<file path="src/core/pewc_pkg.sv">
// Package for the parallel EEPROM write controller: pin bundles, commands, timing.
// Assumes a 10 MHz system clock; all counts are derived from it.
package pewc_pkg;
    localparam int          CLK_HZ        = 10_000_000;
    localparam int          ADDR_W        = 11;
    localparam int          DATA_W        = 8;
    localparam int          POLL_BIT      = 7;
    // Strobe and setup times in ns, rounded up to cycles; the timeout is rounded down.
    localparam int          T_SETUP_NS    = 50;
    localparam int          T_WPL_NS      = 100;
    localparam int          T_WPH_NS      = 50;
    localparam int          T_READ_NS     = 250;
    localparam int          T_CLEAR_NS    = 10_000_000;
    localparam int          T_TIMEOUT_NS  = 2_000_000;
    localparam int          NS_PER_S      = 1_000_000_000;
    localparam longint      CYC_SETUP     = ((longint'(T_SETUP_NS) * CLK_HZ) + NS_PER_S - 1) / NS_PER_S;
    localparam longint      CYC_WPL       = ((longint'(T_WPL_NS) * CLK_HZ) + NS_PER_S - 1) / NS_PER_S;
    localparam longint      CYC_WPH       = ((longint'(T_WPH_NS) * CLK_HZ) + NS_PER_S - 1) / NS_PER_S;
    localparam longint      CYC_READ      = ((longint'(T_READ_NS) * CLK_HZ) + NS_PER_S - 1) / NS_PER_S;
    localparam longint      CYC_CLEAR     = ((longint'(T_CLEAR_NS) * CLK_HZ) + NS_PER_S - 1) / NS_PER_S;
    localparam longint      CYC_TIMEOUT   = (longint'(T_TIMEOUT_NS) * CLK_HZ) / NS_PER_S;
    localparam int          CNT_W         = 16;
    localparam int          LONG_W        = 24;
    // Identification row occupies the top 32 locations.
    localparam logic [10:0] ID_ROW_BASE   = 11'h7e0;
    localparam logic [10:0] ID_ROW_MASK   = 11'h7e0;

    typedef enum logic [1:0] {
        PEWC_CMD_READ,
        PEWC_CMD_WRITE,
        PEWC_CMD_CLEAR
    } pewc_cmd_type;

    typedef struct packed {
        pewc_cmd_type        cmd;
        logic                id_row;
        logic [ADDR_W-1:0]   addr;
        logic [DATA_W-1:0]   data;
    } pewc_req_type;

    // Pins driven toward the memory; all strobes are active low.
    typedef struct packed {
        logic                chip_sel_n;
        logic                out_gate_n;
        logic                out_gate_hv;
        logic                write_n;
        logic                id_row_hv_select;
        logic [ADDR_W-1:0]   addr;
        logic [DATA_W-1:0]   data_out;
        logic                data_oe_n;
    } pewc_pins_type;

    typedef struct packed {
        logic                ok;
        logic                timeout;
        logic [DATA_W-1:0]   data;
    } pewc_rsp_type;
endpackage : pewc_pkg

</file>
<file path="src/core/pewc_ctrl.sv">
// Host-side controller for a parallel byte-wide EEPROM: read, write with completion
// polling, identification-row access and chip clear. Assumes the data pins return to
// this clock synchronously and that external drivers turn the hv flags into 12 V.
`timescale 1ns/100ps
module pewc_ctrl #(
    parameter int TIMEOUT_CYCLES = int'(pewc_pkg::CYC_TIMEOUT),
    parameter int CLEAR_CYCLES   = int'(pewc_pkg::CYC_CLEAR)
) (
    // Clock and reset
    input  wire logic                           i_clk,
    input  wire logic                           i_resetn,
    // Request side
    input  wire logic                           i_req_valid,
    input  wire pewc_pkg::pewc_req_type         i_req,
    output logic                                o_req_ready,
    output logic                                o_rsp_valid,
    output pewc_pkg::pewc_rsp_type              o_rsp,
    // Memory pins
    output pewc_pkg::pewc_pins_type             o_pins,
    input  wire logic [pewc_pkg::DATA_W-1:0]    i_data_in
);
    initial begin
        if (TIMEOUT_CYCLES < 1 || TIMEOUT_CYCLES >= (1 << pewc_pkg::LONG_W)
            || CLEAR_CYCLES < 1 || CLEAR_CYCLES >= (1 << pewc_pkg::LONG_W)) begin
            $error("pewc_ctrl: cycle count parameter out of range");
        end
    end

    typedef enum {
        IDLE, W_SETUP, W_LOW, W_HIGH, P_SETUP, P_SAMPLE, P_GAP,
        R_SETUP, R_SAMPLE, C_SETUP, C_LOW, C_HOLD, DONE
    } pewc_state_type;

    localparam logic [pewc_pkg::CNT_W-1:0]  SETUP_C = pewc_pkg::CNT_W'(pewc_pkg::CYC_SETUP);
    localparam logic [pewc_pkg::CNT_W-1:0]  WPL_C   = pewc_pkg::CNT_W'(pewc_pkg::CYC_WPL);
    localparam logic [pewc_pkg::CNT_W-1:0]  WPH_C   = pewc_pkg::CNT_W'(pewc_pkg::CYC_WPH);
    localparam logic [pewc_pkg::CNT_W-1:0]  READ_C  = pewc_pkg::CNT_W'(pewc_pkg::CYC_READ);
    localparam logic [pewc_pkg::LONG_W-1:0] TOUT_C  = pewc_pkg::LONG_W'(TIMEOUT_CYCLES);
    localparam logic [pewc_pkg::LONG_W-1:0] CLR_C   = pewc_pkg::LONG_W'(CLEAR_CYCLES);

    logic                          rst_meta;
    logic                          rst_n;
    pewc_state_type                state;
    pewc_state_type                next_state;
    logic [pewc_pkg::CNT_W-1:0]    cnt;
    logic [pewc_pkg::LONG_W-1:0]   long_cnt;
    pewc_pkg::pewc_req_type        req;
    pewc_pkg::pewc_req_type        next_req;
    logic                          phase_done;

    always_ff @(posedge i_clk or negedge i_resetn) begin
        if (!i_resetn) begin
            rst_meta <= 1'b0;
            rst_n    <= 1'b0;
        end else begin
            rst_meta <= 1'b1;
            rst_n    <= rst_meta;
        end
    end

    function automatic logic [pewc_pkg::CNT_W-1:0] phase_len(input pewc_state_type s);
        case (s)
            W_LOW:            phase_len = WPL_C;
            W_HIGH, P_GAP:    phase_len = WPH_C;
            P_SAMPLE, R_SAMPLE: phase_len = READ_C;
            default:          phase_len = SETUP_C;
        endcase
    endfunction : phase_len

    assign phase_done  = (cnt == pewc_pkg::CNT_W'(1));
    // Ready waits for the internal reset copy, so no request is lost while it is released.
    assign o_req_ready = (state == IDLE) && rst_n;

    always_comb begin
        next_state = state;
        case (state)
            IDLE: begin
                if (i_req_valid && o_req_ready) begin
                    case (i_req.cmd)
                        pewc_pkg::PEWC_CMD_WRITE: next_state = W_SETUP;
                        pewc_pkg::PEWC_CMD_CLEAR: next_state = C_SETUP;
                        default:                  next_state = R_SETUP;
                    endcase
                end
            end
            W_SETUP:  next_state = phase_done ? W_LOW : W_SETUP;
            W_LOW:    next_state = phase_done ? W_HIGH : W_LOW;
            W_HIGH:   next_state = phase_done ? P_SETUP : W_HIGH;
            P_SETUP:  next_state = phase_done ? P_SAMPLE : P_SETUP;
            P_SAMPLE: begin
                if (phase_done) begin
                    // Poll until the flag bit matches what was written.
                    if (i_data_in[pewc_pkg::POLL_BIT] == req.data[pewc_pkg::POLL_BIT]) begin
                        next_state = DONE;
                    end else if (long_cnt == '0) begin
                        next_state = DONE;
                    end else begin
                        next_state = P_GAP;
                    end
                end
            end
            P_GAP:    next_state = phase_done ? P_SAMPLE : P_GAP;
            R_SETUP:  next_state = phase_done ? R_SAMPLE : R_SETUP;
            R_SAMPLE: next_state = phase_done ? DONE : R_SAMPLE;
            C_SETUP:  next_state = phase_done ? C_LOW : C_SETUP;
            C_LOW:    next_state = (long_cnt == '0) ? C_HOLD : C_LOW;
            C_HOLD:   next_state = phase_done ? DONE : C_HOLD;
            DONE:     next_state = IDLE;
            default:  next_state = IDLE;
        endcase
    end

    always_ff @(posedge i_clk or negedge rst_n) begin
        if (!rst_n) begin
            state <= IDLE;
        end else begin
            state <= next_state;
        end
    end

    // Phase counter reloads on every state change.
    always_ff @(posedge i_clk or negedge rst_n) begin
        if (!rst_n) begin
            cnt <= '0;
        end else if (next_state != state) begin
            cnt <= phase_len(next_state);
        end else if (cnt != '0) begin
            cnt <= cnt - pewc_pkg::CNT_W'(1);
        end
    end

    // Long counter bounds the polling time and times the chip clear pulse.
    always_ff @(posedge i_clk or negedge rst_n) begin
        if (!rst_n) begin
            long_cnt <= '0;
        end else if (state == W_HIGH) begin
            long_cnt <= TOUT_C;
        end else if (state == C_SETUP) begin
            long_cnt <= CLR_C;
        end else if (long_cnt != '0 && (state == C_LOW || state == P_SAMPLE || state == P_GAP)) begin
            long_cnt <= long_cnt - pewc_pkg::LONG_W'(1);
        end
    end

    // The pins follow the incoming request at once, so the address settles a cycle before the strobe falls.
    always_comb begin
        next_req = req;
        if (i_req_valid && o_req_ready) begin
            next_req = i_req;
            if (i_req.id_row) begin
                next_req.addr = (i_req.addr & ~pewc_pkg::ID_ROW_MASK) | pewc_pkg::ID_ROW_BASE;
            end
        end
    end

    always_ff @(posedge i_clk or negedge rst_n) begin
        if (!rst_n) begin
            req <= '0;
        end else begin
            req <= next_req;
        end
    end

    // Pin drive. Idle keeps select and strobe high so no write can start.
    always_ff @(posedge i_clk or negedge rst_n) begin
        if (!rst_n) begin
            o_pins.chip_sel_n       <= 1'b1;
            o_pins.out_gate_n       <= 1'b1;
            o_pins.out_gate_hv      <= 1'b0;
            o_pins.write_n          <= 1'b1;
            o_pins.id_row_hv_select <= 1'b0;
            o_pins.addr             <= '0;
            o_pins.data_out         <= '0;
            o_pins.data_oe_n        <= 1'b1;
        end else begin
            o_pins.addr             <= next_req.addr;
            o_pins.data_out         <= next_req.data;
            o_pins.id_row_hv_select <= next_req.id_row && next_state != IDLE && next_state != DONE;
            case (next_state)
                W_SETUP, W_LOW, W_HIGH: begin
                    // Gate stays high across the rising strobe edge.
                    o_pins.chip_sel_n  <= 1'b0;
                    o_pins.out_gate_n  <= 1'b1;
                    o_pins.out_gate_hv <= 1'b0;
                    o_pins.write_n     <= (next_state != W_LOW);
                    o_pins.data_oe_n   <= 1'b0;
                end
                P_SETUP, P_SAMPLE, R_SETUP, R_SAMPLE: begin
                    o_pins.chip_sel_n  <= 1'b0;
                    o_pins.out_gate_n  <= 1'b0;
                    o_pins.out_gate_hv <= 1'b0;
                    o_pins.write_n     <= 1'b1;
                    o_pins.data_oe_n   <= 1'b1;
                end
                C_SETUP, C_LOW, C_HOLD: begin
                    // Clear drives the row select from the request's id_row bit like any other command; it stays low only when id_row is 0.
                    o_pins.chip_sel_n  <= 1'b0;
                    o_pins.out_gate_n  <= 1'b1;
                    o_pins.out_gate_hv <= 1'b1;
                    o_pins.write_n     <= (next_state != C_LOW);
                    o_pins.data_oe_n   <= 1'b1;
                end
                default: begin
                    o_pins.chip_sel_n  <= 1'b1;
                    o_pins.out_gate_n  <= 1'b1;
                    o_pins.out_gate_hv <= 1'b0;
                    o_pins.write_n     <= 1'b1;
                    o_pins.data_oe_n   <= 1'b1;
                end
            endcase
        end
    end

    // Response. A supply-starved device never completes, so polling times out.
    always_ff @(posedge i_clk or negedge rst_n) begin
        if (!rst_n) begin
            o_rsp_valid <= 1'b0;
            o_rsp       <= '0;
        end else begin
            o_rsp_valid <= (next_state == DONE);
            if (state == R_SAMPLE && phase_done) begin
                o_rsp <= '{ok: 1'b1, timeout: 1'b0, data: i_data_in};
            end else if (state == P_SAMPLE && phase_done && next_state == DONE) begin
                o_rsp.ok      <= (i_data_in[pewc_pkg::POLL_BIT] == req.data[pewc_pkg::POLL_BIT]);
                o_rsp.timeout <= (i_data_in[pewc_pkg::POLL_BIT] != req.data[pewc_pkg::POLL_BIT]);
                o_rsp.data    <= i_data_in;
            end else if (state == C_HOLD && phase_done) begin
                o_rsp <= '{ok: 1'b1, timeout: 1'b0, data: '0};
            end
        end
    end
endmodule : pewc_ctrl

</file>
<file path="config.mk">
export PLATFORM = sky130hd
export DESIGN_NAME = pewc_ctrl
export DESIGN_NICKNAME = d
export VERILOG_FILES = /design/src/core/pewc_pkg.sv /design/src/core/pewc_ctrl.sv
export SDC_FILE = /design/constraint.sdc
export NUM_CORES = 1
export LEC_CHECK = 0
export BUFFER_PORTS_ARGS = -buffer_cell sky130_fd_sc_hd__buf_2
export CAP_MARGIN = 0
export CELL_PAD_IN_SITES_DETAIL_PLACEMENT = 0
export CELL_PAD_IN_SITES_GLOBAL_PLACEMENT = 2
export CORE_ASPECT_RATIO = 2
export CORE_UTILIZATION = 42
export CTS_BUF_LIST = sky130_fd_sc_hd__clkbuf_8
export DETAILED_ROUTE_END_ITERATION = 7
export PLACE_DENSITY = 0.94
export SLEW_MARGIN = 5
export SYNTH_ARGS = -nofsm -noshare
export SYNTH_HDL_FRONTEND = slang
export SYNTH_SLANG_ARGS = --single-unit
</file>
<file path="constraint.sdc">
create_clock -name i_clk -period 7.9 [get_ports i_clk]
set_input_delay 0.79 -clock i_clk [delete_from_list [all_inputs] [get_ports i_clk]]
set_output_delay 0.79 -clock i_clk [all_outputs]
set_load 0.05 [all_outputs]
</file>
======== Word level (Yosys, flattened, before mapping) ========
Cells that the tools add are included.
Widths: inputs -> output; s select.
cells by class
  $add $sub $neg .......................... 2
  equal/unequal tests ..................... 38
  multiplexer cells ....................... 29
  reduce and logical (&&, ||, !) cells .... 24
operator list
  operator               count
  $pmux 32 s12           1
  $eq 32x4->1 const B    10
  $eq 32x3->1 const B    8
  $eq 32x5->1 const B    5
  $eq 32x2->1 const B    4
  $mux 24                3
  $eq 32x1->1 const B    2
  $logic_not 32->1       2
  $mux 32                2
  $ne 32x5->1 const B    2
  $mux 16                2
  $ne 32x3->1 const B    1
  $ne 32x32->1           1
  $reduce_bool 32->1     1
  $mux 10                3
  $logic_not 24->1       1
  $reduce_bool 24->1     1
  $sub 24x1->24 const B  1
  $mux 20                1
  $eq 16x1->1 const B    1
  $reduce_bool 16->1     1
  $sub 16x1->16 const B  1
  $mux 4                 3
  $pmux 4 s3             1
  other kinds (16)       35
storage, ports and cells
  register bits ........................... 111
  output and inout bits ................... 37
  word-level logic and storage cells ...... 111

======== Logic depth before layout (Yosys ltp) ========
Gate-level depths: netlist (run 1).
  depth in word-level cells ............... 9
  depth in mapped cells ................... 11

======== Worst setup path before layout (run 1) ========
Ideal clock, no wire load.
  path type ............................... flip-flop to output port
  from .................................... register rst_n
  to ...................................... output o_req_ready
  arrival ................................. 4484 ps
  path slack .............................. 2626 ps
  cell stages (with the launch flop) ...... 3
  path buffers ............................ 0
  cells stage by stage .................... dfrtp_1 -> nor4b_2 -> nor3b_1
on the way
  cells in the longest elaborated chain, start to end .. 1
RTL lines
  item                      RTL line         text
  start: declaration        pewc_ctrl.sv:42  logic rst_n;
  start signal: assignment  pewc_ctrl.sv:57  rst_n <= rst_meta;
  $logic_and 1x1->1         pewc_ctrl.sv:72  assign o_req_ready = (state == IDLE) && rst_n;
  end: declaration          pewc_ctrl.sv:15  output logic o_req_ready,
No other way between the ends.

======== Worst setup path after layout (run 1) ========
  from .................................... register state[11]
  to ...................................... output o_req_ready
on the way
  cells in the longest elaborated chain, start to end .. 2
RTL lines
  item                      RTL line          text
  start: declaration        pewc_ctrl.sv:43   pewc_state_type state;
  start signal: assignment  pewc_ctrl.sv:117  state <= next_state;
  $logic_not 32->1          pewc_ctrl.sv:72
  $logic_and 1x1->1         pewc_ctrl.sv:72
No other way between the ends.

==> results of run 1 <==
==> flip-flops by register name (all words and copies together) (netlist names) <==
signal	count
req	1
cnt	16
rst_meta	1
o_rsp_valid	1
long_cnt	24
o_rsp	10
state	32
rst_n	1
o_pins	25
==> logic make-up (layout without fill, tap and decap cells) <==
family                     Yosys count  in the layout  share of synthesized area
AOI/OAI and AO/OA                   61             61                     0.0893
DFF                                111            111                      0.559
xor gates and xnor gates            35             35                     0.0616
adders and majority gates            4              4                     0.0101
muxes                               17             17                     0.0382
and+or+nand+nor                    171            171                      0.192
buffers and inverters               44             99                     0.0483
other                                2             29                    0.00151
==> how the worst min path moves through the flow <==
stage                             startpoint              endpoint  slack [ns]  depth (start not counted)
final                               i_resetn       rst_n$_DFF_PN0_        0.17                          1
after detailed placement     rst_n$_DFF_PN0_  o_rsp[4]$_DFFE_PN0P_        0.27                          0
after global routing                i_resetn       rst_n$_DFF_PN0_        0.15                          1
after CTS                           i_resetn       rst_n$_DFF_PN0_        0.15                          1
after floorplan           rst_meta$_DFF_PN0_       rst_n$_DFF_PN0_        0.33                          0
after global placement       rst_n$_DFF_PN0_    cnt[9]$_DFFE_PN0P_        0.26                          0
==> per-layer routing <==
layer  part of all wire  track usage
met5                  0            0
met3              0.020       0.0316
met1               0.35        0.186
met4              0.038       0.0978
met2               0.59        0.368
==> cells in the mapped netlist, drive strengths merged, types with 3 or more instances <==
cell / number / area [um2]
dfrtp: 107 / 2680
nor2: 62 / 233
nor4: 25 / 221
xnor2: 24 / 210
buf: 23 / 161
nor3: 17 / 85.1
a21oi: 16 / 80.1
mux2: 16 / 180
nand2: 14 / 55.1
inv: 13 / 48.8
nand2b: 11 / 68.8
xor2: 11 / 96.3
nand3: 9 / 45.0
a22o: 8 / 70.1
clkbuf: 8 / 30.0
nand4: 8 / 50.1
o21ai: 7 / 35.0
or3: 6 / 37.5
a211oi: 4 / 35.0
dfstp: 4 / 105
ha: 4 / 50.1
or4: 4 / 33.8
nand4b: 3 / 26.3
o31ai: 3 / 27.5
o32a: 3 / 30.0
==> power by group through the flow <==
stage	sequential, mW	clock, mW	combinational, mW
after global placement	0.592	0	0.0249
after global routing	0.583	0.369	0.0291
after CTS	0.581	0.348	0.0252
after floorplan	0.596	0	0.00627
after detailed placement	0.592	0	0.0252
final	0.581	0.334	0.0248
==> critical path, delay by kind of cell, from the launching register on <==
family	cells	cell delay [ns]
simple gates	4	1.44
flops	1	0.37
buf+inv	1	0.32
==> area by class of cell <==
| class | instances | area [um2] |
|---|---|---|
| clock buffers | 9 | 124 |
| clock inverters | 7 | 77.6 |
| fillers | 1107 | 5790 |
| inverters | 13 | 48.8 |
| multi-input cells | 317 | 2060 |
| flip-flops and latches | 111 | 2790 |
| well taps | 142 | 178 |
| repair buffers | 70 | 353 |
==> results.cfg, run 1 <==
[status]
status = finished, final reports clean

[global_routing]
grt_pass1_wl_mm = 17.7
grt_util_all_layers = 0.190
grt_start_max_net_pins = 82
antenna_found_initial = 0
grt_pass1_vias = 3680
grt-ovfl-total = 0

[clocking]
cts_tree = built
postCtsSetupBuffers = 0
cts_hold_buffers = 0
numCtsBuffers = 9
ctsResizeCount = 0
path_clk_slew_ns = 0.11
clock-sinks = 111
clkLatencyLatePin_ns = 0.39
cts_root_buf = clkbuf_8
htreeDepth = 3
clock_path_buffers = 2

[routing]
vias_per_cell = 5.25
drt_iter0_markers = 141
wl_mm = 10.9
drcViolationCount = 0
vias = 3509
wl_per_cell_um = 16.2
drtPass1Iterations = 4
ant_nets = 0

[place]
hpwl_mm = 8.14
finalWeightedCongestion = 0.882
port_buffers = 69
dp_cells = 653
dp_slack_ns = 4.73
place_area_um2 = 5430

[pwr]
sw_frac_of_total = 0.244
power_leakage_nw = 2.76
power_density_nw_per_um2 = 167
power.total_mw = 0.940
p_sw_mw = 0.230
p_clk_frac = 0.356
internal-power_mw = 0.710
seq_power_share = 0.618
ir_worst_vdd_uv = 102
power_frac_comb = 0.026

[critical_path]
cp-endpoint = o_req_ready
r2r_end = o_rsp[3]$_DFFE_PN0P_
path_cells = nor4_1, nand4_1, or2_2, nor3b_1, buf_2
r2r_start = cnt[5]$_DFFE_PN0P_
required_ns = 7.11
worst-setup-path-type = flop to primary output
slowest_stage = or2_2
reg2reg_setup_slack_ns = 4.79
worst-path-max-fanout = 18
reg2reg_depth = 8
cp_slowest_stage_delay_ns = 0.54
crit_start = state[11]$_DFF_PN0_
critPathArrivalTime_ns = 2.52
crit_path_end_kind = primary output
start_kind = flop

[layout]
final_cells = 669
layout_common_cells = dfrtp_1, buf_2, nor2_1, conb_1, xnor2_1
layout_commonest_cell = dfrtp_1
antennaDiodeCount = 0
stdcell_area_um2 = 5630
utilization = 0.493
layout-drive-gt1-share = 0.243
syn_to_final_growth_pct = 13.2
nets = 559

[yosys]
yosys.cell_types.count = 62
yosys_register_bits = 111
synthArstFlopShare = 1.00
synthCells = 445
yosysWarnings = 0
synth.avg_cell_area_um2 = 11.2
ys.flop_type = dfrtp_1
yosysSeqAreaShare = 0.559
syn_area_um2 = 4970
synth-edff-count = 0

[flow_run]
drv_cap = 0

[floorplan]
die_w_um = 79.0
fp.dieH_um = 156
ios = 70
die_area_um2 = 12300
start_util = 0.435
rows = 55
coreArea_um2 = 11400

[sta]
fin_crit_ns = 3.31
finalClockSkew_ns = 0.0161
finalSetupViolations = 0
fmax_ghz = 0.302
hold_violations = 0
holdWs_ns = 0.171
worst_slew_pin_slew_ns = 1.09
relSlewSlack = 0.272
grt_setup_unrepaired = false
finalCritPeriodShare = 0.419
setup_ws_ns = 4.59
slew_viol_final = 0
setup_tns_ns = 0

[hold_path]
hold_path.class = input port to async pin
No activity file was read; power rests on OpenSTA's default activity.
==> inputs of run 2 (changes only) <==
--- a/config.mk
+++ b/config.mk
@@ -5,15 +5,16 @@
 export SDC_FILE = /design/constraint.sdc
 export NUM_CORES = 1
 export LEC_CHECK = 0
+export ABC_AREA = 1
 export BUFFER_PORTS_ARGS = -buffer_cell sky130_fd_sc_hd__buf_2
 export CAP_MARGIN = 0
 export CELL_PAD_IN_SITES_DETAIL_PLACEMENT = 0
 export CELL_PAD_IN_SITES_GLOBAL_PLACEMENT = 2
 export CORE_ASPECT_RATIO = 2
-export CORE_UTILIZATION = 42
+export CORE_UTILIZATION = 34
 export CTS_BUF_LIST = sky130_fd_sc_hd__clkbuf_8
 export DETAILED_ROUTE_END_ITERATION = 7
-export PLACE_DENSITY = 0.94
+export PLACE_DENSITY = 0.86
 export SLEW_MARGIN = 5
 export SYNTH_ARGS = -nofsm -noshare
 export SYNTH_HDL_FRONTEND = slang
==> constraint.sdc (replaced) <==
create_clock -name i_clk -period 2.8 [get_ports i_clk]
set_input_delay 0.28 -clock i_clk [delete_from_list [all_inputs] [get_ports i_clk]]
set_output_delay 0.28 -clock i_clk [all_outputs]
set_load 0.05 [all_outputs]
==> run 2 against run 1 <==
Against the previous run: first-iteration DRC count rose by 30%; combinational power rose to 5.0 times the previous value; die area rose by 49%; non-clock buffer count rose by 11; clock skew fell by 0.0052 ns; final cell count rose by 49%; register-to-register slack got worse by 4.6 ns; sequential power rose to 2.8 times the previous value; clock power rose to 3.1 times the previous value; global-route usage fell by 1.1 points; total power rose to 3.0 times the previous value; area after synthesis rose by 22%; critical endpoint is now cnt[1]$_DFFE_PN0P_; largest cell class is now multi-input gates.
==> results.cfg, run 2 <==
[status]
status = finished, final reports clean

[floorplan]
start_util = 0.349
rows = 68
die_area_um2 = 18400
coreArea_um2 = 17400
fp.dieH_um = 191
die_w_um = 96.3
ios = 70

[routing]
wl_met2_mm = 8.70
ant_nets = 0
met1Wirelength_mm = 5.18
routed-wl-met3_um = 388
vias_per_cell = 4.81
drcViolationCount = 0
drtPass1Iterations = 4
wl_per_cell_um = 15.1
wl_mm = 15.1
vias = 4790
drt_iter0_markers = 184
highest_layer = met4

[clocking]
numCtsBuffers = 9
clock-sinks = 111
path_clk_slew_ns = 0.11
cts_root_buf = clkbuf_8
ctsResizeCount = 0
clkLatencyLatePin_ns = 0.38
cts_tree = built
clock_path_buffers = 2
htreeDepth = 3
postCtsSetupBuffers = 0

[pwr]
internal-power_mw = 2.12
power_leakage_nw = 3.42
power_frac_comb = 0.044
power_density_nw_per_um2 = 409
ir_worst_vdd_uv = 324
p_clk_frac = 0.369
seq_power_share = 0.587
sw_frac_of_total = 0.243
p_sw_mw = 0.682

[place]
place_area_um2 = 6640
hpwl_mm = 12.0
dp_slack_ns = 0.244
finalWeightedCongestion = 0.954
port_buffers = 69

[global_routing]
antenna_found_initial = 0
grt_util_all_layers = 0.179
grt_start_max_net_pins = 70
grt-ovfl-total = 0
grt_pass1_wl_mm = 24.3
grt_pass1_vias = 4967

[sta]
fin_crit_ns = 2.62
grt_setup_unrepaired = false
finalCritPeriodShare = 0.935
holdWs_ns = 0.130
slew_viol_final = 0
finalSetupViolations = 0
finalClockSkew_ns = 0.0110
setup_ws_ns = 0.182
fmax_ghz = 0.382
relSlewSlack = 0.410
setup_tns_ns = 0
worst_slew_pin_slew_ns = 0.885
hold_violations = 0

[layout]
layout_commonest_cell = nand2_1
stdcell_area_um2 = 6860
layout_common_cells = nand2_1, nor2_1, dfrtp_1, buf_2, inv_1
syn_to_final_growth_pct = 13.4
largest_reg_flops = 32
layout-drive-gt1-share = 0.242
antennaDiodeCount = 0
regMostFlops = state
utilization = 0.395
nets = 818
top_regs = state x32, o_pins x25, long_cnt x24

[yosys]
synthArstFlopShare = 1.00
synthCells = 691
synth.area.mux_share = 0.0277
synth-edff-count = 0
synthSimpleGateAreaFrac = 0.323
yosysWarnings = 0
syn_area_um2 = 6050
synthAdderAreaFrac = 0.00827
yosys.cell_types.count = 52
yosysMostFrequentCell = nand2_1
ys.flop_type = dfrtp_1
synth_xor_area_frac = 0.0347
yosysTopAreaCell = dfrtp_1
synth_compound_area_frac = 0.0680
synth_top_family_by_area = simple AND/OR/NAND/NOR gates
synthTopCellsByArea = dfrtp_1, nand2_1, nor2_1, nand3_1, nor2_4
synth_top_cell_area_share = 0.442
synth_common_cells = nand2_1, nor2_1, dfrtp_1, inv_1, nand3_1
yosys_register_bits = 111
synth.avg_cell_area_um2 = 8.76
yosysSeqAreaShare = 0.460

[critical_path]
crit_path_end_kind = flop
path_cells = inv_1, ha_1, nand3_1, nor2_2, nand2_4, clkinv_4, nor2_1, nand2_1, nand2_1, nor2_1, nand4_1, nand2_1, nand2_2, nor2_4, nand2_4, nand2_1, nand2_1
cp_slowest_stage_delay_ns = 0.39
reg2reg_depth = 17
r2r_end = cnt[1]$_DFFE_PN0P_
slowest_stage = dfrtp_1
required_ns = 3.08
worst-path-max-fanout = 16
start_kind = flop
critPathArrivalTime_ns = 2.90
worst-setup-path-type = flop to flop
r2r_start = cnt[1]$_DFFE_PN0P_
reg2reg_setup_slack_ns = 0.18
cpMostUsedCell = nand2_1

[flow_run]
drv_cap = 0

[hold_path]
worstHoldEndpoint = o_pins[9]$_DFFE_PN0P_
hp-start = i_req[8]
whs_path_depth = 2
hold_path.class = input port to flop
## run 2: final cells by class
class / count / area [um2]
clock buffers: 10 / 138
multi-input cells: 513 / 2910
well taps: 210 / 263
fillers: 1825 / 10500
flip-flops and latches: 111 / 2790
repair buffers: 81 / 438
clock inverters: 6 / 75.1
inverters: 65 / 249
## run 2: stage by stage
step	power, mW	instances
2_1_floorplan	1.75	718
3_3_place_gp	1.80	979
3_5_place_dp	1.80	979
4_1_cts	2.85	996
5_1_grt	2.92	996
6_report	2.80	996
## run 2: kinds of logic (layout without fill, tap and decap cells)
group,after synthesis,after routing
compound gates,66,66
xor+xnor,24,24
fa+ha+maj,4,4
buf+inv,94,162
flops,111,111
mux,15,15
other cells,2,29
simple gates,375,375
## run 2: worst max-delay path: cells and delay by family (launching register included)
kind	cells	cell delay (ns)
adders and majority gates	1	0.16
buffers and inverters	2	0.28
DFF	1	0.39
and+or+nand+nor	14	1.70
## run 2: worst max-delay path by stage
stage	startpoint	end	slack (ns)	cells after the start
5_1_grt	cnt[1]$_DFFE_PN0P_	cnt[1]$_DFFE_PN0P_	0.03	15
3_5_place_dp	cnt[1]$_DFFE_PN0P_	cnt[1]$_DFFE_PN0P_	0.24	17
3_3_place_gp	cnt[1]$_DFFE_PN0P_	cnt[1]$_DFFE_PN0P_	0.26	17
6_report	cnt[1]$_DFFE_PN0P_	cnt[1]$_DFFE_PN0P_	0.18	17
4_1_cts	cnt[1]$_DFFE_PN0P_	cnt[1]$_DFFE_PN0P_	0.22	17
2_1_floorplan	rst_n$_DFF_PN0_	cnt[8]$_DFFE_PN0P_	0.04	8
## run 2: metal layers
layer  up-vias  track usage
met2       102        0.342
met1      2273        0.172
met3        35       0.0255
met5         -            0
li1       2380            -
met4         0        0.108
## run 2: repair_timing
item / 4_1_cts / 5_1_grt
endpoints found under the setup margin: 0 / 0
hold buffers: 1 / 0
hold endpoints to repair: 2 / 0
## run 2: power groups by stage
stage | Sequential (mW) | Clock, mW | Combinational [mW]
3_3_place_gp | 1.68 | 0 | 0.123
6_report | 1.65 | 1.03 | 0.124
4_1_cts | 1.65 | 1.08 | 0.127
2_1_floorplan | 1.72 | 0 | 0.0336
5_1_grt | 1.65 | 1.14 | 0.140
3_5_place_dp | 1.68 | 0 | 0.126
==> inputs of run 3 (changes only) <==
--- a/config.mk
+++ b/config.mk
@@ -14,7 +14,7 @@
 export CORE_UTILIZATION = 34
 export CTS_BUF_LIST = sky130_fd_sc_hd__clkbuf_8
 export DETAILED_ROUTE_END_ITERATION = 7
-export PLACE_DENSITY = 0.86
+export PLACE_DENSITY_LB_ADDON = 0.1
 export SLEW_MARGIN = 5
 export SYNTH_ARGS = -nofsm -noshare
 export SYNTH_HDL_FRONTEND = slang
==> run 3 against run 2 <==
Against the previous run: final cell count increased by 0.40%; global-route usage increased by 0.72 points; non-clock buffer count increased by 3; sequential power about the same; core utilization increased by 0.29 points; register-to-register slack about the same; setup slack got worse by 0.0040 ns; flip-flop and latch count unchanged; critical path depth decreased by 2; combinational power about the same; die area unchanged; maximum frequency decreased by 0.15%; highest routed layer unchanged.
==> results.cfg, run 3 (synthesized netlist as in run 2, its figures left out) <==
[global_routing]
grt_start_max_net_pins = 109
antenna_found_initial = 0
grt_pass1_wl_mm = 25.3
grt_pass1_vias = 5113
grt_util_all_layers = 0.186
grt-ovfl-total = 0

[sta]
hold_violations = 0
finalSetupViolations = 0
worst_slew_pin_slew_ns = 0.699
slew_viol_final = 0
grt_setup_unrepaired = false
finalClockSkew_ns = 0.0192
setup_tns_ns = 0
fmax_ghz = 0.381
finalCritPeriodShare = 0.936
fin_crit_ns = 2.62
relSlewSlack = 0.528

[critical_path]
worst-setup-path-type = flop to flop
r2r_end = cnt[1]$_DFFE_PN0P_
crit_path_end_kind = flop
r2r_start = cnt[1]$_DFFE_PN0P_
crit_start = cnt[1]$_DFFE_PN0P_
critPathArrivalTime_ns = 2.92
worst-path-max-fanout = 16
reg2reg_depth = 15
start_kind = flop
required_ns = 3.10
reg2reg_setup_slack_ns = 0.18

[clocking]
cts_root_buf = clkbuf_8
numCtsBuffers = 9
cts_tree = built
clock-sinks = 111
htreeDepth = 3
clkLatencyLatePin_ns = 0.41
clock_path_buffers = 2
path_clk_slew_ns = 0.11

[floorplan]
ios = 70
rows = 68
die_area_um2 = 18400
coreArea_um2 = 17400
fp.dieH_um = 191
die_w_um = 96.3
start_util = 0.349

[layout]
largest_reg_flops = 32
nFillCells = 1865
antennaDiodeCount = 0
final_cells = 1000
nets = 822
seqCellArea_um2 = 2790
stdcell_area_um2 = 6910
multi_input_area_um2 = 2930
regMostFlops = state
top_regs = state x32, o_pins x25, long_cnt x24
layout-drive-gt1-share = 0.247
syn_to_final_growth_pct = 14.2
layout_commonest_cell = nand2_1
layout_common_cells = nand2_1, nor2_1, dfrtp_1, buf_2, inv_1

[routing]
drtPass1Iterations = 5
wl_per_cell_um = 15.5
vias = 4868
drcViolationCount = 0
vias_per_cell = 4.87
ant_nets = 0
wl_mm = 15.5
drt_iter0_markers = 221

[pwr]
ir_worst_vdd_uv = 307
power.total_mw = 2.82
power_density_nw_per_um2 = 408
power_leakage_nw = 3.45

[place]
dp_cells = 978
place_area_um2 = 6640
finalWeightedCongestion = 0.932
hpwl_mm = 12.1
port_buffers = 69

[hold_path]
whs_path_depth = 2
hold_path.class = input port to flop
hp-start = i_req[3]
worstHoldEndpoint = o_pins[4]$_DFFE_PN0P_

[status]
status = finished, final reports clean

[flow_run]
drv_cap = 0
## run 3: changes by cell type in the layout (fill, tap and decap cells not counted), sizes merged
cell and delta:
buf +3, clkbuf -1, clkinv +1, clkinvlp -1
inv +1, nor2 +1
## run 3: critical path, stage by stage, from the launching register on
cell and delay (ns):
dfrtp_1 0.37, inv_1 0.11, ha_1 0.16, nand3_1 0.09, nor2_2 0.16, nand2_4 0.18, clkinv_4 0.18, nand3_2 0.09
nand2_2 0.16, nand2_1 0.07, nor2_1 0.11, nand3_1 0.21, a21oi_4 0.30, nand2_8 0.18, nand2_1 0.10, nand2_1 0.04
## run 3: final cells by class
class / instances / area share
clock buffer: 9 / 0.0179
clock inverter: 7 / 0.0125
inverter: 65 / 0.0360
multi-input combinational: 514 / 0.424
sequential: 111 / 0.403
tap: 210 / 0.0380
timing repair buffer: 84 / 0.0684
## run 3: repair_timing
action                                 in CTS  in global routing
endpoints found under the hold margin       2                  0
buffers inserted                            0                  4
setup endpoints to repair                   0                 15
hold buffers                                1                  0
resized for setup                           0                  2
## run 3: layer usage
| layer | global-route usage | vias to the layer above | wire, um |
|---|---|---|---|
| met5 | 0 | - | 0 |
| met2 | 0.344 | 128 | 8660 |
| li1 | - | 2397 | - |
| met3 | 0.0311 | 42 | 505 |
| met4 | 0.122 | 0 | 900 |
| met1 | 0.183 | 2301 | 5480 |
## run 3: worst max-delay path by stage
stage / end / slack, ns / depth (start not counted)
floorplan: cnt[8]$_DFFE_PN0P_ / 0.04 / 8
global placement: cnt[1]$_DFFE_PN0P_ / 0.10 / 14
detailed placement: cnt[1]$_DFFE_PN0P_ / 0.10 / 14
CTS: cnt[1]$_DFFE_PN0P_ / 0.07 / 14
global route: cnt[1]$_DFFE_PN0P_ / 0.02 / 15
finish: cnt[1]$_DFFE_PN0P_ / 0.18 / 15
## run 3: where the power goes
| group | leakage (nW) | internal, mW | switching, mW |
|---|---|---|---|
| logic | 1.94 | 0.0379 | 0.0853 |
| registers | 1.40 | 1.63 | 0.0131 |
| clock network | 0.110 | 0.436 | 0.615 |
| total | 3.45 | 2.10 | 0.713 |
## run 3: metrics by stage
| step | hold slack, ns | setup slack, ns | utilization |
|---|---|---|---|
| after global placement | 0.0649 | 0.101 | 0.383 |
| after global routing | 0.0827 | 0.0194 | 0.398 |
| after CTS | 0.0811 | 0.0727 | 0.395 |
| after detailed placement | 0.0681 | 0.104 | 0.383 |
| final | 0.101 | 0.178 | 0.398 |
| after floorplan | -0.0156 | 0.0415 | - |
